[config.mk]
export PLATFORM = sky130hd
export DESIGN_NAME = ipr_input_remap
export DESIGN_NICKNAME = d
export VERILOG_FILES = /design/src/rtl/ipr_input_remap.v
export VERILOG_INCLUDE_DIRS = /design/src /design/src/rtl
export SDC_FILE = /design/constraint.sdc
export NUM_CORES = 1
export LEC_CHECK = 0
export ABC_AREA = 1
export BUFFER_PORTS_ARGS = -buffer_cell sky130_fd_sc_hd__buf_4
export CELL_PAD_IN_SITES_DETAIL_PLACEMENT = 0
export CELL_PAD_IN_SITES_GLOBAL_PLACEMENT = 1
export CORE_UTILIZATION = 39
export CTS_CLUSTER_DIAMETER = 80
export DETAILED_ROUTE_END_ITERATION = 16
export PLACE_DENSITY_LB_ADDON = 0.1
export SETUP_SLACK_MARGIN = 0.4
export SLEW_MARGIN = 20
export SYNTH_ARGS = -nofsm -noshare
export SYNTH_HDL_FRONTEND = slang
export SYNTH_SLANG_ARGS = --single-unit
[constraint.sdc]
create_clock -name ref_clk -period 1.6 [get_ports ref_clk]
set_input_delay 0.24 -clock ref_clk [delete_from_list [all_inputs] [get_ports ref_clk]]
set_output_delay 0.24 -clock ref_clk [all_outputs]
set_load 0.05 [all_outputs]
[src/rtl/ipr_regs.vh]
// Register map, field layout and reset values of the input pin remap selectors
`ifndef IPR_REGS_VH
`define IPR_REGS_VH

`define IPR_ADDR_FAULT_A    12'h000
`define IPR_ADDR_UART_ONE   12'h004
`define IPR_ADDR_UART_TWO   12'h008
`define IPR_ADDR_SPI_ONE_CD 12'h00C
`define IPR_ADDR_SPI_ONE_SS 12'h010
`define IPR_ADDR_SPI_TWO_CD 12'h014
`define IPR_ADDR_SPI_TWO_SS 12'h018
`define IPR_ADDR_LOCK       12'h01C

`define IPR_SEL_W      5
`define IPR_LO_LSB     0
`define IPR_LO_MSB     4
`define IPR_HI_LSB     8
`define IPR_HI_MSB     12
`define IPR_SEL_RESET  5'h1F
`define IPR_SEL_MAXPIN 5'h19
`define IPR_LOCK_BIT   0

`endif

[src/rtl/ipr_input_remap.v]
// Input pin remap selectors with APB register access
`timescale 1ns/1ps
`default_nettype none
`include "ipr_regs.vh"

module ipr_input_remap #(
  parameter NUM_PINS = 26
) (
  input  wire                ref_clk,                // System clock, 100 MHz
  input  wire                rst_n,                  // Synchronous reset, active low
  input  wire                psel,                   // APB select
  input  wire                penable,                // APB access phase
  input  wire                pwrite,                 // APB direction, high for write
  input  wire [11:0]         paddr,                  // APB byte address
  input  wire [31:0]         pwdata,                 // APB write data
  output reg  [31:0]         prdata,                 // APB read data
  output reg                 pready,                 // APB ready
  output reg                 pslverr,                // APB error, unmapped address
  input  wire [NUM_PINS-1:0] remappable_pin_n,       // Remappable pin levels
  output reg                 remap_write_lock,       // Lock bit, one clock behind the lock register
  output reg                 compare_fault_a_input,  // Routed compare fault A
  output reg                 uart_one_clear_to_send, // Routed UART one CTS
  output reg                 uart_one_receive_in,    // Routed UART one RX
  output reg                 uart_two_clear_to_send, // Routed UART two CTS
  output reg                 uart_two_receive_in,    // Routed UART two RX
  output reg                 spi_one_clock_in,       // Routed SPI one clock
  output reg                 spi_one_data_in,        // Routed SPI one data
  output reg                 spi_one_slave_select_in,// Routed SPI one select
  output reg                 spi_two_clock_in,       // Routed SPI two clock
  output reg                 spi_two_data_in,        // Routed SPI two data
  output reg                 spi_two_slave_select_in // Routed SPI two select
);

  localparam NSEL = 11;
  localparam W    = `IPR_SEL_W;

  ////////////////////////////////////////////////////////////////////////////
  // Register map, one aligned word each, fields in the low half
  //
  //   0x00  fault A        bits 4:0
  //   0x04  UART one       CTS 12:8, receive 4:0
  //   0x08  UART two       CTS 12:8, receive 4:0
  //   0x0C  SPI one        clock 12:8, data 4:0
  //   0x10  SPI one        slave select 4:0
  //   0x14  SPI two        clock 12:8, data 4:0
  //   0x18  SPI two        slave select 4:0
  //   0x1C  lock           bit 0
  //   Other bits read zero, other addresses answer with an error
  //
  // Slots of the packed selector word, W bits each
  //
  //   0  fault A           1  UART one receive   2  UART one CTS
  //   3  UART two receive  4  UART two CTS       5  SPI one data
  //   6  SPI one clock     7  SPI one select     8  SPI two data
  //   9  SPI two clock     10 SPI two select
  //
  // Selector codes
  //
  //   0 to 25   pin of that number
  //   26 to 30  undefined, taken as ground
  //   31        ground, the reset value

  ////////////////////////////////////////////////////////////////////////////
  // Selector storage

  reg  [W*NSEL-1:0] sel_q;
  reg  [W*NSEL-1:0] sel_d;
  reg               lock_q;
  reg               lock_d;
  wire [NSEL-1:0]   routed;
  wire [W-1:0]      fault_a_pin_choice       = sel_q[0*W +: W];
  wire [W-1:0]      uart_one_rx_pin_choice   = sel_q[1*W +: W];
  wire [W-1:0]      uart_one_cts_pin_choice  = sel_q[2*W +: W];
  wire [W-1:0]      uart_two_rx_pin_choice   = sel_q[3*W +: W];
  wire [W-1:0]      uart_two_cts_pin_choice  = sel_q[4*W +: W];
  wire [W-1:0]      spi_one_data_pin_choice  = sel_q[5*W +: W];
  wire [W-1:0]      spi_one_clock_pin_choice = sel_q[6*W +: W];
  wire [W-1:0]      spi_one_select_pin_choice= sel_q[7*W +: W];
  wire [W-1:0]      spi_two_data_pin_choice  = sel_q[8*W +: W];
  wire [W-1:0]      spi_two_clock_pin_choice = sel_q[9*W +: W];
  wire [W-1:0]      spi_two_select_pin_choice= sel_q[10*W +: W];

  wire        wr_en  = psel & penable & pwrite & ~pready;
  wire        sel_wr = wr_en & ~lock_q;
  wire [W-1:0] wlo   = pwdata[`IPR_LO_MSB:`IPR_LO_LSB];
  wire [W-1:0] whi   = pwdata[`IPR_HI_MSB:`IPR_HI_LSB];

  ////////////////////////////////////////////////////////////////////////////
  // Address decode and write strobes

  wire hit_fault_a    = (paddr == `IPR_ADDR_FAULT_A);
  wire hit_uart_one   = (paddr == `IPR_ADDR_UART_ONE);
  wire hit_uart_two   = (paddr == `IPR_ADDR_UART_TWO);
  wire hit_spi_one_cd = (paddr == `IPR_ADDR_SPI_ONE_CD);
  wire hit_spi_one_ss = (paddr == `IPR_ADDR_SPI_ONE_SS);
  wire hit_spi_two_cd = (paddr == `IPR_ADDR_SPI_TWO_CD);
  wire hit_spi_two_ss = (paddr == `IPR_ADDR_SPI_TWO_SS);
  wire hit_lock       = (paddr == `IPR_ADDR_LOCK);
  // Unaligned or unused addresses fall out here
  wire hit_any        = hit_fault_a | hit_uart_one | hit_uart_two |
                        hit_spi_one_cd | hit_spi_one_ss |
                        hit_spi_two_cd | hit_spi_two_ss | hit_lock;

  // Lock register stays writable so software can always unlock
  wire wr_lock        = wr_en & hit_lock;
  // Selector strobes are blocked while locked
  wire wr_fault_a     = sel_wr & hit_fault_a;
  wire wr_uart_one    = sel_wr & hit_uart_one;
  wire wr_uart_two    = sel_wr & hit_uart_two;
  wire wr_spi_one_cd  = sel_wr & hit_spi_one_cd;
  wire wr_spi_one_ss  = sel_wr & hit_spi_one_ss;
  wire wr_spi_two_cd  = sel_wr & hit_spi_two_cd;
  wire wr_spi_two_ss  = sel_wr & hit_spi_two_ss;

  always @* begin
    sel_d  = sel_q;
    lock_d = lock_q;
    if (wr_lock) begin
      lock_d = pwdata[`IPR_LOCK_BIT];
    end
    // Only field bits are stored, others are dropped
    if (wr_fault_a) begin
      sel_d[0*W +: W] = wlo;
    end
    if (wr_uart_one) begin
      sel_d[1*W +: W] = wlo;
      sel_d[2*W +: W] = whi;
    end
    if (wr_uart_two) begin
      sel_d[3*W +: W] = wlo;
      sel_d[4*W +: W] = whi;
    end
    if (wr_spi_one_cd) begin
      sel_d[5*W +: W] = wlo;
      sel_d[6*W +: W] = whi;
    end
    if (wr_spi_one_ss) begin
      sel_d[7*W +: W] = wlo;
    end
    if (wr_spi_two_cd) begin
      sel_d[8*W +: W] = wlo;
      sel_d[9*W +: W] = whi;
    end
    if (wr_spi_two_ss) begin
      sel_d[10*W +: W] = wlo;
    end
  end

  always @(posedge ref_clk) begin
    if (!rst_n) begin
      sel_q  <= {NSEL{`IPR_SEL_RESET}};
      lock_q <= 1'b0;
    end else begin
      sel_q  <= sel_d;
      lock_q <= lock_d;
    end
  end

  ////////////////////////////////////////////////////////////////////////////
  // Independent pin multiplexers

  // Several inputs may share one pin; each slot has its own mux
  // Pins at or above NUM_PINS are treated as ground
  genvar g;
  generate
    for (g = 0; g < NSEL; g = g + 1) begin : g_mux
      wire [W-1:0] code     = sel_q[g*W +: W];
      // Codes above the last pin, 11111 included, give ground
      wire         in_range = (code <= `IPR_SEL_MAXPIN) && (code < NUM_PINS);
      wire         pin_lvl  = in_range ? remappable_pin_n[code] : 1'b0;
      assign routed[g] = pin_lvl;
    end
  endgenerate

  // One flop per routed input, reset low
  // Compare fault A
  always @(posedge ref_clk) begin
    if (!rst_n) begin
      compare_fault_a_input <= 1'b0;
    end else begin
      compare_fault_a_input <= routed[0];
    end
  end

  // UART one receive
  always @(posedge ref_clk) begin
    if (!rst_n) begin
      uart_one_receive_in <= 1'b0;
    end else begin
      uart_one_receive_in <= routed[1];
    end
  end

  // UART one clear to send
  always @(posedge ref_clk) begin
    if (!rst_n) begin
      uart_one_clear_to_send <= 1'b0;
    end else begin
      uart_one_clear_to_send <= routed[2];
    end
  end

  // UART two receive
  always @(posedge ref_clk) begin
    if (!rst_n) begin
      uart_two_receive_in <= 1'b0;
    end else begin
      uart_two_receive_in <= routed[3];
    end
  end

  // UART two clear to send
  always @(posedge ref_clk) begin
    if (!rst_n) begin
      uart_two_clear_to_send <= 1'b0;
    end else begin
      uart_two_clear_to_send <= routed[4];
    end
  end

  // SPI one data
  always @(posedge ref_clk) begin
    if (!rst_n) begin
      spi_one_data_in <= 1'b0;
    end else begin
      spi_one_data_in <= routed[5];
    end
  end

  // SPI one clock
  always @(posedge ref_clk) begin
    if (!rst_n) begin
      spi_one_clock_in <= 1'b0;
    end else begin
      spi_one_clock_in <= routed[6];
    end
  end

  // SPI one slave select
  always @(posedge ref_clk) begin
    if (!rst_n) begin
      spi_one_slave_select_in <= 1'b0;
    end else begin
      spi_one_slave_select_in <= routed[7];
    end
  end

  // SPI two data
  always @(posedge ref_clk) begin
    if (!rst_n) begin
      spi_two_data_in <= 1'b0;
    end else begin
      spi_two_data_in <= routed[8];
    end
  end

  // SPI two clock
  always @(posedge ref_clk) begin
    if (!rst_n) begin
      spi_two_clock_in <= 1'b0;
    end else begin
      spi_two_clock_in <= routed[9];
    end
  end

  // SPI two slave select
  always @(posedge ref_clk) begin
    if (!rst_n) begin
      spi_two_slave_select_in <= 1'b0;
    end else begin
      spi_two_slave_select_in <= routed[10];
    end
  end

  // Lock copy, one clock behind the lock register
  always @(posedge ref_clk) begin
    if (!rst_n) begin
      remap_write_lock <= 1'b0;
    end else begin
      remap_write_lock <= lock_q;
    end
  end

  ////////////////////////////////////////////////////////////////////////////
  // APB slave: one wait state, answer in the second access cycle
  //
  //   Setup cycle   psel high, penable low
  //   Access cycle  penable high, write stored at its closing edge
  //   Answer cycle  pready high with read data or error
  //   Next setup may follow straight after the answer
  //   Locked selector writes end normally, no error

  reg [31:0] rd_d;
  reg        bad_d;

  // Read words, unused bits tied to zero
  wire [31:0] rd_fault_a  = {27'h0000000, fault_a_pin_choice};
  wire [31:0] rd_uart_one = {19'h00000, uart_one_cts_pin_choice, 3'h0,
                             uart_one_rx_pin_choice};
  wire [31:0] rd_uart_two = {19'h00000, uart_two_cts_pin_choice, 3'h0,
                             uart_two_rx_pin_choice};
  wire [31:0] rd_spi_one  = {19'h00000, spi_one_clock_pin_choice, 3'h0,
                             spi_one_data_pin_choice};
  wire [31:0] rd_spi_one_ss = {27'h0000000, spi_one_select_pin_choice};
  wire [31:0] rd_spi_two  = {19'h00000, spi_two_clock_pin_choice, 3'h0,
                             spi_two_data_pin_choice};
  wire [31:0] rd_spi_two_ss = {27'h0000000, spi_two_select_pin_choice};
  wire [31:0] rd_lock     = {31'h00000000, lock_q};

  always @* begin
    rd_d  = 32'h0000_0000;
    bad_d = ~hit_any;
    case (paddr)
      `IPR_ADDR_FAULT_A:    rd_d = rd_fault_a;
      `IPR_ADDR_UART_ONE:   rd_d = rd_uart_one;
      `IPR_ADDR_UART_TWO:   rd_d = rd_uart_two;
      `IPR_ADDR_SPI_ONE_CD: rd_d = rd_spi_one;
      `IPR_ADDR_SPI_ONE_SS: rd_d = rd_spi_one_ss;
      `IPR_ADDR_SPI_TWO_CD: rd_d = rd_spi_two;
      `IPR_ADDR_SPI_TWO_SS: rd_d = rd_spi_two_ss;
      `IPR_ADDR_LOCK:       rd_d = rd_lock;
      default:              rd_d = 32'h0000_0000;
    endcase
  end

  // Access taken when the access phase meets pready low
  wire take = psel & penable & ~pready;

  always @(posedge ref_clk) begin
    if (!rst_n) begin
      pready <= 1'b0;
    end else begin
      pready <= take;
    end
  end

  always @(posedge ref_clk) begin
    if (!rst_n) begin
      prdata <= 32'h0000_0000;
    end else if (take && !pwrite) begin
      prdata <= rd_d;
    end else begin
      prdata <= 32'h0000_0000;
    end
  end

  always @(posedge ref_clk) begin
    if (!rst_n) begin
      pslverr <= 1'b0;
    end else begin
      pslverr <= take & bad_d;
    end
  end

endmodule // ipr_input_remap
`default_nettype wire

# Yosys cells after proc, flatten, opt, wreduce, memory -nomap -nowiden
# Index checks and enable logic that the tools add are counted.
[op_classes]
bitwise_logic = 24
n_reduce_logical = 26
n_eq_ne = 7
n_mux = 23
order_cmp = 33
[ops]
columns = ["cell", "n"]
rows = [
  ["$pmux 13 s8", 1],
  ["$lt 5x6->1 const B", 11],
  ["$bmux 1 s5", 11],
  ["$le 5x5->1 const B", 11],
  ["$lt 5x5->1 const B", 11],
  ["$eq 12x5->1 const B", 4],
  ["$eq 12x4->1 const B", 2],
  ["$reduce_and 2->1", 12],
  ["$and 1x1->1", 14],
  ["$eq 12x3->1 const B", 1],
  ["$logic_and 1x1->1", 12],
  ["$logic_not 12->1", 1],
  ["$mux 1", 11],
  ["$or 1x1->1", 7],
  ["$not 1->1", 3],
  ["$logic_not 1->1", 1],
]
[totals]
register_bits = 102
inputBits = 75
output_inout_bits = 46
wordCells = 136

# Depth between registers and ports, before layout
[logic_depth]
depth_word = 10
mapped_depth = 12

# Worst setup path after synthesis
# OpenSTA, ideal clock, no wires.
[synth_timing]
path_type = "flip-flop to flip-flop"
start = "register pready"
end = "register sel_q[31]"
n_path_buf = 1
arrival_time_ns = 1.415
period_less_slack_ns = 1.558
path_slack_ns = 0.042
stages_incl_launch_ff = 9
path_cell_list = "dfxtp_1 -> nand3b_1 -> nor2_1 -> nand2_1 -> inv_2 -> nand2_1 -> buf_2 -> nand2_1 -> o211ai_1"
[synth_via]
elab_chain_cells = 4
[synth_lines]
columns = ["item", "line", "text"]
rows = [
  ["start, declared", "ipr_input_remap.v:17", "output reg pready,"],
  ["start signal, assigned", "ipr_input_remap.v:333", "pready <= take;"],
  ["$not 1->1", "ipr_input_remap.v:83", "wire wr_en = psel & penable & pwrite & ~pready;"],
  ["$and 1x1->1", "ipr_input_remap.v:83", ""],
  ["$and 1x1->1", "ipr_input_remap.v:84", "wire sel_wr = wr_en & ~lock_q;"],
  ["$and 1x1->1", "ipr_input_remap.v:110", "wire wr_spi_one_cd = sel_wr & hit_spi_one_cd;"],
  ["end signal, assigned", "ipr_input_remap.v:151", "sel_q <= {NSEL{`IPR_SEL_RESET}};"],
  ["end signal, assigned", "ipr_input_remap.v:154", "sel_q <= sel_d;"],
  ["end, declared", "ipr_input_remap.v:66", "reg [W*NSEL-1:0] sel_q;"],
]
# Every way passes these cells.
# A chain may end at the register's enable or synchronous reset.

# Final worst setup path
[layout_timing]
start = "register pready"
end = "register sel_q[24]"
[layout_via]
elab_chain_cells = 4
[layout_lines]
columns = ["item", "line", "text"]
rows = [
  ["$not 1->1", "ipr_input_remap.v:83", ""],
  ["$and 1x1->1", "ipr_input_remap.v:83", ""],
  ["$and 1x1->1", "ipr_input_remap.v:84", ""],
  ["$and 1x1->1", "ipr_input_remap.v:109", "wire wr_uart_two = sel_wr & hit_uart_two;"],
]
# Every way passes these cells.

==> impl_metrics.csv <==
group,metric,value,unit
logic_synthesis,yosys.area.top_type_share,24.3,%
status,status,"completed",
placed_design,place_area,0.00756,sq mm
cts,clk_pin_slew,0.07,ns
logic_synthesis,yosysUniqueCellTypes,31,
setup_path,critPathBufInv,3,
sta,fin_crit,1.47,ns
sta,fin_setup_tns,0,ns
cts,insertion_delay,0.36,ns
logic_synthesis,syn_area_per_cell,6.16,sq um
finish,fin_util,54.6,%
placed_design,detailed_place_hpwl,17.1,mm
power,peakVddDrop,0.510,mV
detailed_routing,post_drt_wl_per_cell,18.7,microns
sta,tightest_slew,0.598,ns
setup_path,path_class,"reg2reg",
logic_synthesis,synth_edf_count,0,
logic_synthesis,synthCells,1069,
finish,regArea,0.00166,sq mm
logic_synthesis,ys.flop_type,"dfxtp_1",
setup_path,cp_data_arrival_time,1.69,ns
finish,final_nets,1256,
finish,n_antenna_cell,0,
setup_path,critical_path.endpoint_type,"register",
die,coreArea,0.0165,sq mm
die,ios,121,
finish,synthToLayoutAreaGrowth,37.2,%
sta,hold_viol,0,
cts,tritoncts,"built",
power,p_clk_share,44.6,%
sta,finClkSkew,0.0114,ns
logic_synthesis,synth_warnings,0,
finish,drive_gt1_share,33.4,%
sta,fmax,0.681,GHz
sta,rsz0062_at_grt,"true",
die,die_w,132,microns
job,maxCapViolCount,0,
die,die_area,0.0174,sq mm
setup_path,rrSetupSlack,0.13,ns
logic_synthesis,ys_seq_elements,80,
sta,holdWs,0.106,ns
detailed_routing,vias,7711,
cts,clock-root-buffer,"clkbuf_16",
cts,clock-sinks,80,
grt,grt-ovfl-total,0,
finish,design_area,0.00903,sq mm
sta,setup_violations,0,
setup_path,cp_slowest_cell,"dfxtp_4",
grt,antenna_found_initial,0,
logic_synthesis,ys_async_sr_fraction,0,%
setup_path,crit_chain,"nand3b_1 > nor2_1 > buf_4 > nand2_4 > clkinv_8 > nand2_8 > buf_8 > nand2_2 > o211ai_2",
finish,fillers,1674,
grt,grt_pass1_vias,6446,
die,start_util,39.8,%
power,switching_share,31.0,%
finish,multi_input_area,0.00457,sq mm
power,comb_power_share,15.7,%
detailed_routing,drt-total-wl,26.3,mm
sta,slew_violations,0,
grt,grt_max_degree,68,
power,power.density,550,mW/mm^2
placed_design,gp_congestion,0.922,
setup_path,cp.required,1.82,ns
setup_path,cp_top_family,"simple AND/OR/NAND/NOR gates",
cts,hold_buffers,0,
detailed_routing,drcViolationCount,0,
setup_path,startpoint_type,"register",
die,rows,47,
logic_synthesis,synth_area_leaders,"dfxtp_1 24%, nand2_1 15%, nand3_1 8.0%",
sta,slew_headroom,60.1,%
min_path,hp-class,"in2reg",
logic_synthesis,yosysTopAreaCell,"dfxtp_1",
power,p_leak,0.00457,uW
sta,finalCritPeriodShare,91.8,%
power,p_sw,1540,uW
setup_path,cp_max_fo,6,
logic_synthesis,yosysSeqAreaShare,24.3,%
logic_synthesis,netlist_area,0.00658,sq mm
power,power.internal,3430,uW
die,die_height,132,microns
grt,grtUsageTotal,28.6,%
placed_design,io_buffer_count,76,
cts,cts-htree-levels,3,
power,sequentialPowerShare,39.7,%
setup_path,cpPeakStageDelay,0.34,ns
detailed_routing,via_per_inst,5.48,
detailed_routing,drt_pass1_iterations,5,
detailed_routing,drtAntennaViolNets,0,
detailed_routing,drt_iter0_drc,673,
cts,cts_buffer_depth,2,
grt,grt_pass1_wl,38.3,mm
cts,cts_buffers,9,
[worst min-delay path, stage by stage]
cell and delay, ns:
buf_4 0.08, nand2_1 0.04, o211ai_1 0.06
[flip-flops by register name (all words and copies together), names as in the netlist]
register	flops
compare_fault_a_input	1
lock_q	1
prdata	10
pready	1
pslverr	1
remap_write_lock	1
sel_q	55
spi_one_clock_in	1
spi_one_data_in	1
spi_one_slave_select_in	1
spi_two_clock_in	1
spi_two_data_in	1
spi_two_slave_select_in	1
uart_one_clear_to_send	1
uart_one_receive_in	1
uart_two_clear_to_send	1
uart_two_receive_in	1
[cell usage in the layout (no fill, tap or decap), types with 3 or more instances in the layout]
master,count
inv_4,3
o211ai_1,48
nand2_8,5
nand2_2,25
buf_8,6
o21ai_1,48
nand3_2,8
buf_6,22
a31oi_1,4
nand4_1,23
buf_2,6
inv_6,4
buf_12,9
a41oi_1,4
clkbuf_16,17
dfxtp_1,59
inv_2,13
nor2_2,20
nor2_1,44
nand3b_1,5
o211ai_2,30
a21oi_2,26
dfxtp_2,7
a21oi_1,70
o21ai_2,6
o21ai_0,41
nand3_1,99
nor2_4,17
buf_4,130
nand2_1,232
inv_1,86
nor3_1,4
nand2_4,15
conb_1,22
dfxtp_4,14
[power by group through the flow]
stage / logic [uW] / clock network, uW / registers (uW)
finish: 782 / 2220 / 1970
global route: 824 / 2330 / 1970
CTS: 735 / 2240 / 1980
floorplan: 449 / 0 / 2050
detailed placement: 720 / 0 / 2040
global placement: 722 / 0 / 2040
[per-stage QoR]
| step | setup slack (ns) | power (uW) | instances |
|---|---|---|---|
| 2_1_floorplan | 0.180 | 2490 | 1090 |
| 3_3_place_gp | -0.0177 | 2760 | 1345 |
| 3_5_place_dp | -0.0437 | 2760 | 1345 |
| 4_1_cts | 0.141 | 4960 | 1380 |
| 5_1_grt | 0.0566 | 5120 | 1406 |
| 6_report | 0.132 | 4970 | 1406 |
[area by class of cell]
class	instances	share of cell area, %
Clock buffer	9	2.49
Clock inverter	7	0.928
Inverter	106	4.73
Multi-Input combinational cell	801	50.6
Sequential cell	80	18.4
Tap cell	220	3.05
Timing Repair Buffer	183	19.8
[final timing paths]
path | cells past startpoint | end | startpoint
max reg2reg | 9 | sel_q[24] | pready
min | 3 | sel_q[2] | pwdata[2]
min reg2reg | 2 | sel_q[13] | sel_q[13]
max | 9 | sel_q[24] | pready
[kinds of logic (layout without fill, tap and decap cells)]
logic type,Yosys count,after routing,synth area share [%]
simple gates,500,501,34.2
compound gates,278,278,26.8
buf+inv,210,305,14.7
flops,80,80,24.3
other cells,1,22,0.0570
[what timing repair did]
item / CTS / global route
gates resized for setup: 97 / 166
pin swaps: 23 / 53
endpoints found under the setup margin: 76 / 77
setup buffers: 10 / 13
cloned: 9 / 13
[cell usage after synthesis (15+ instances only)]
cell        n
nand2_1   264
nand3_1   105
a21oi_1    96
inv_1      95
o21ai_0    95
dfxtp_1    80
nor2_1     60
o211ai_1   48
clkbuf_1   45
o211ai_2   30
buf_4      24
buf_2      23
nand4_1    23
nor2_2     15
[per-layer routing]
metal  share of wire (%)  vias up  global-route usage, %  routed length [microns]
met1                  44     3530                   38.3                    11600
met4                 3.3        0                   8.85                      860
met3                 7.5       66                   3.58                     1970
met5                   0        -                      0                        0
met2                  45      328                   47.7                    11900
li1                    -     3787                      -                        -
No activity file was read; power rests on OpenSTA's default activity.
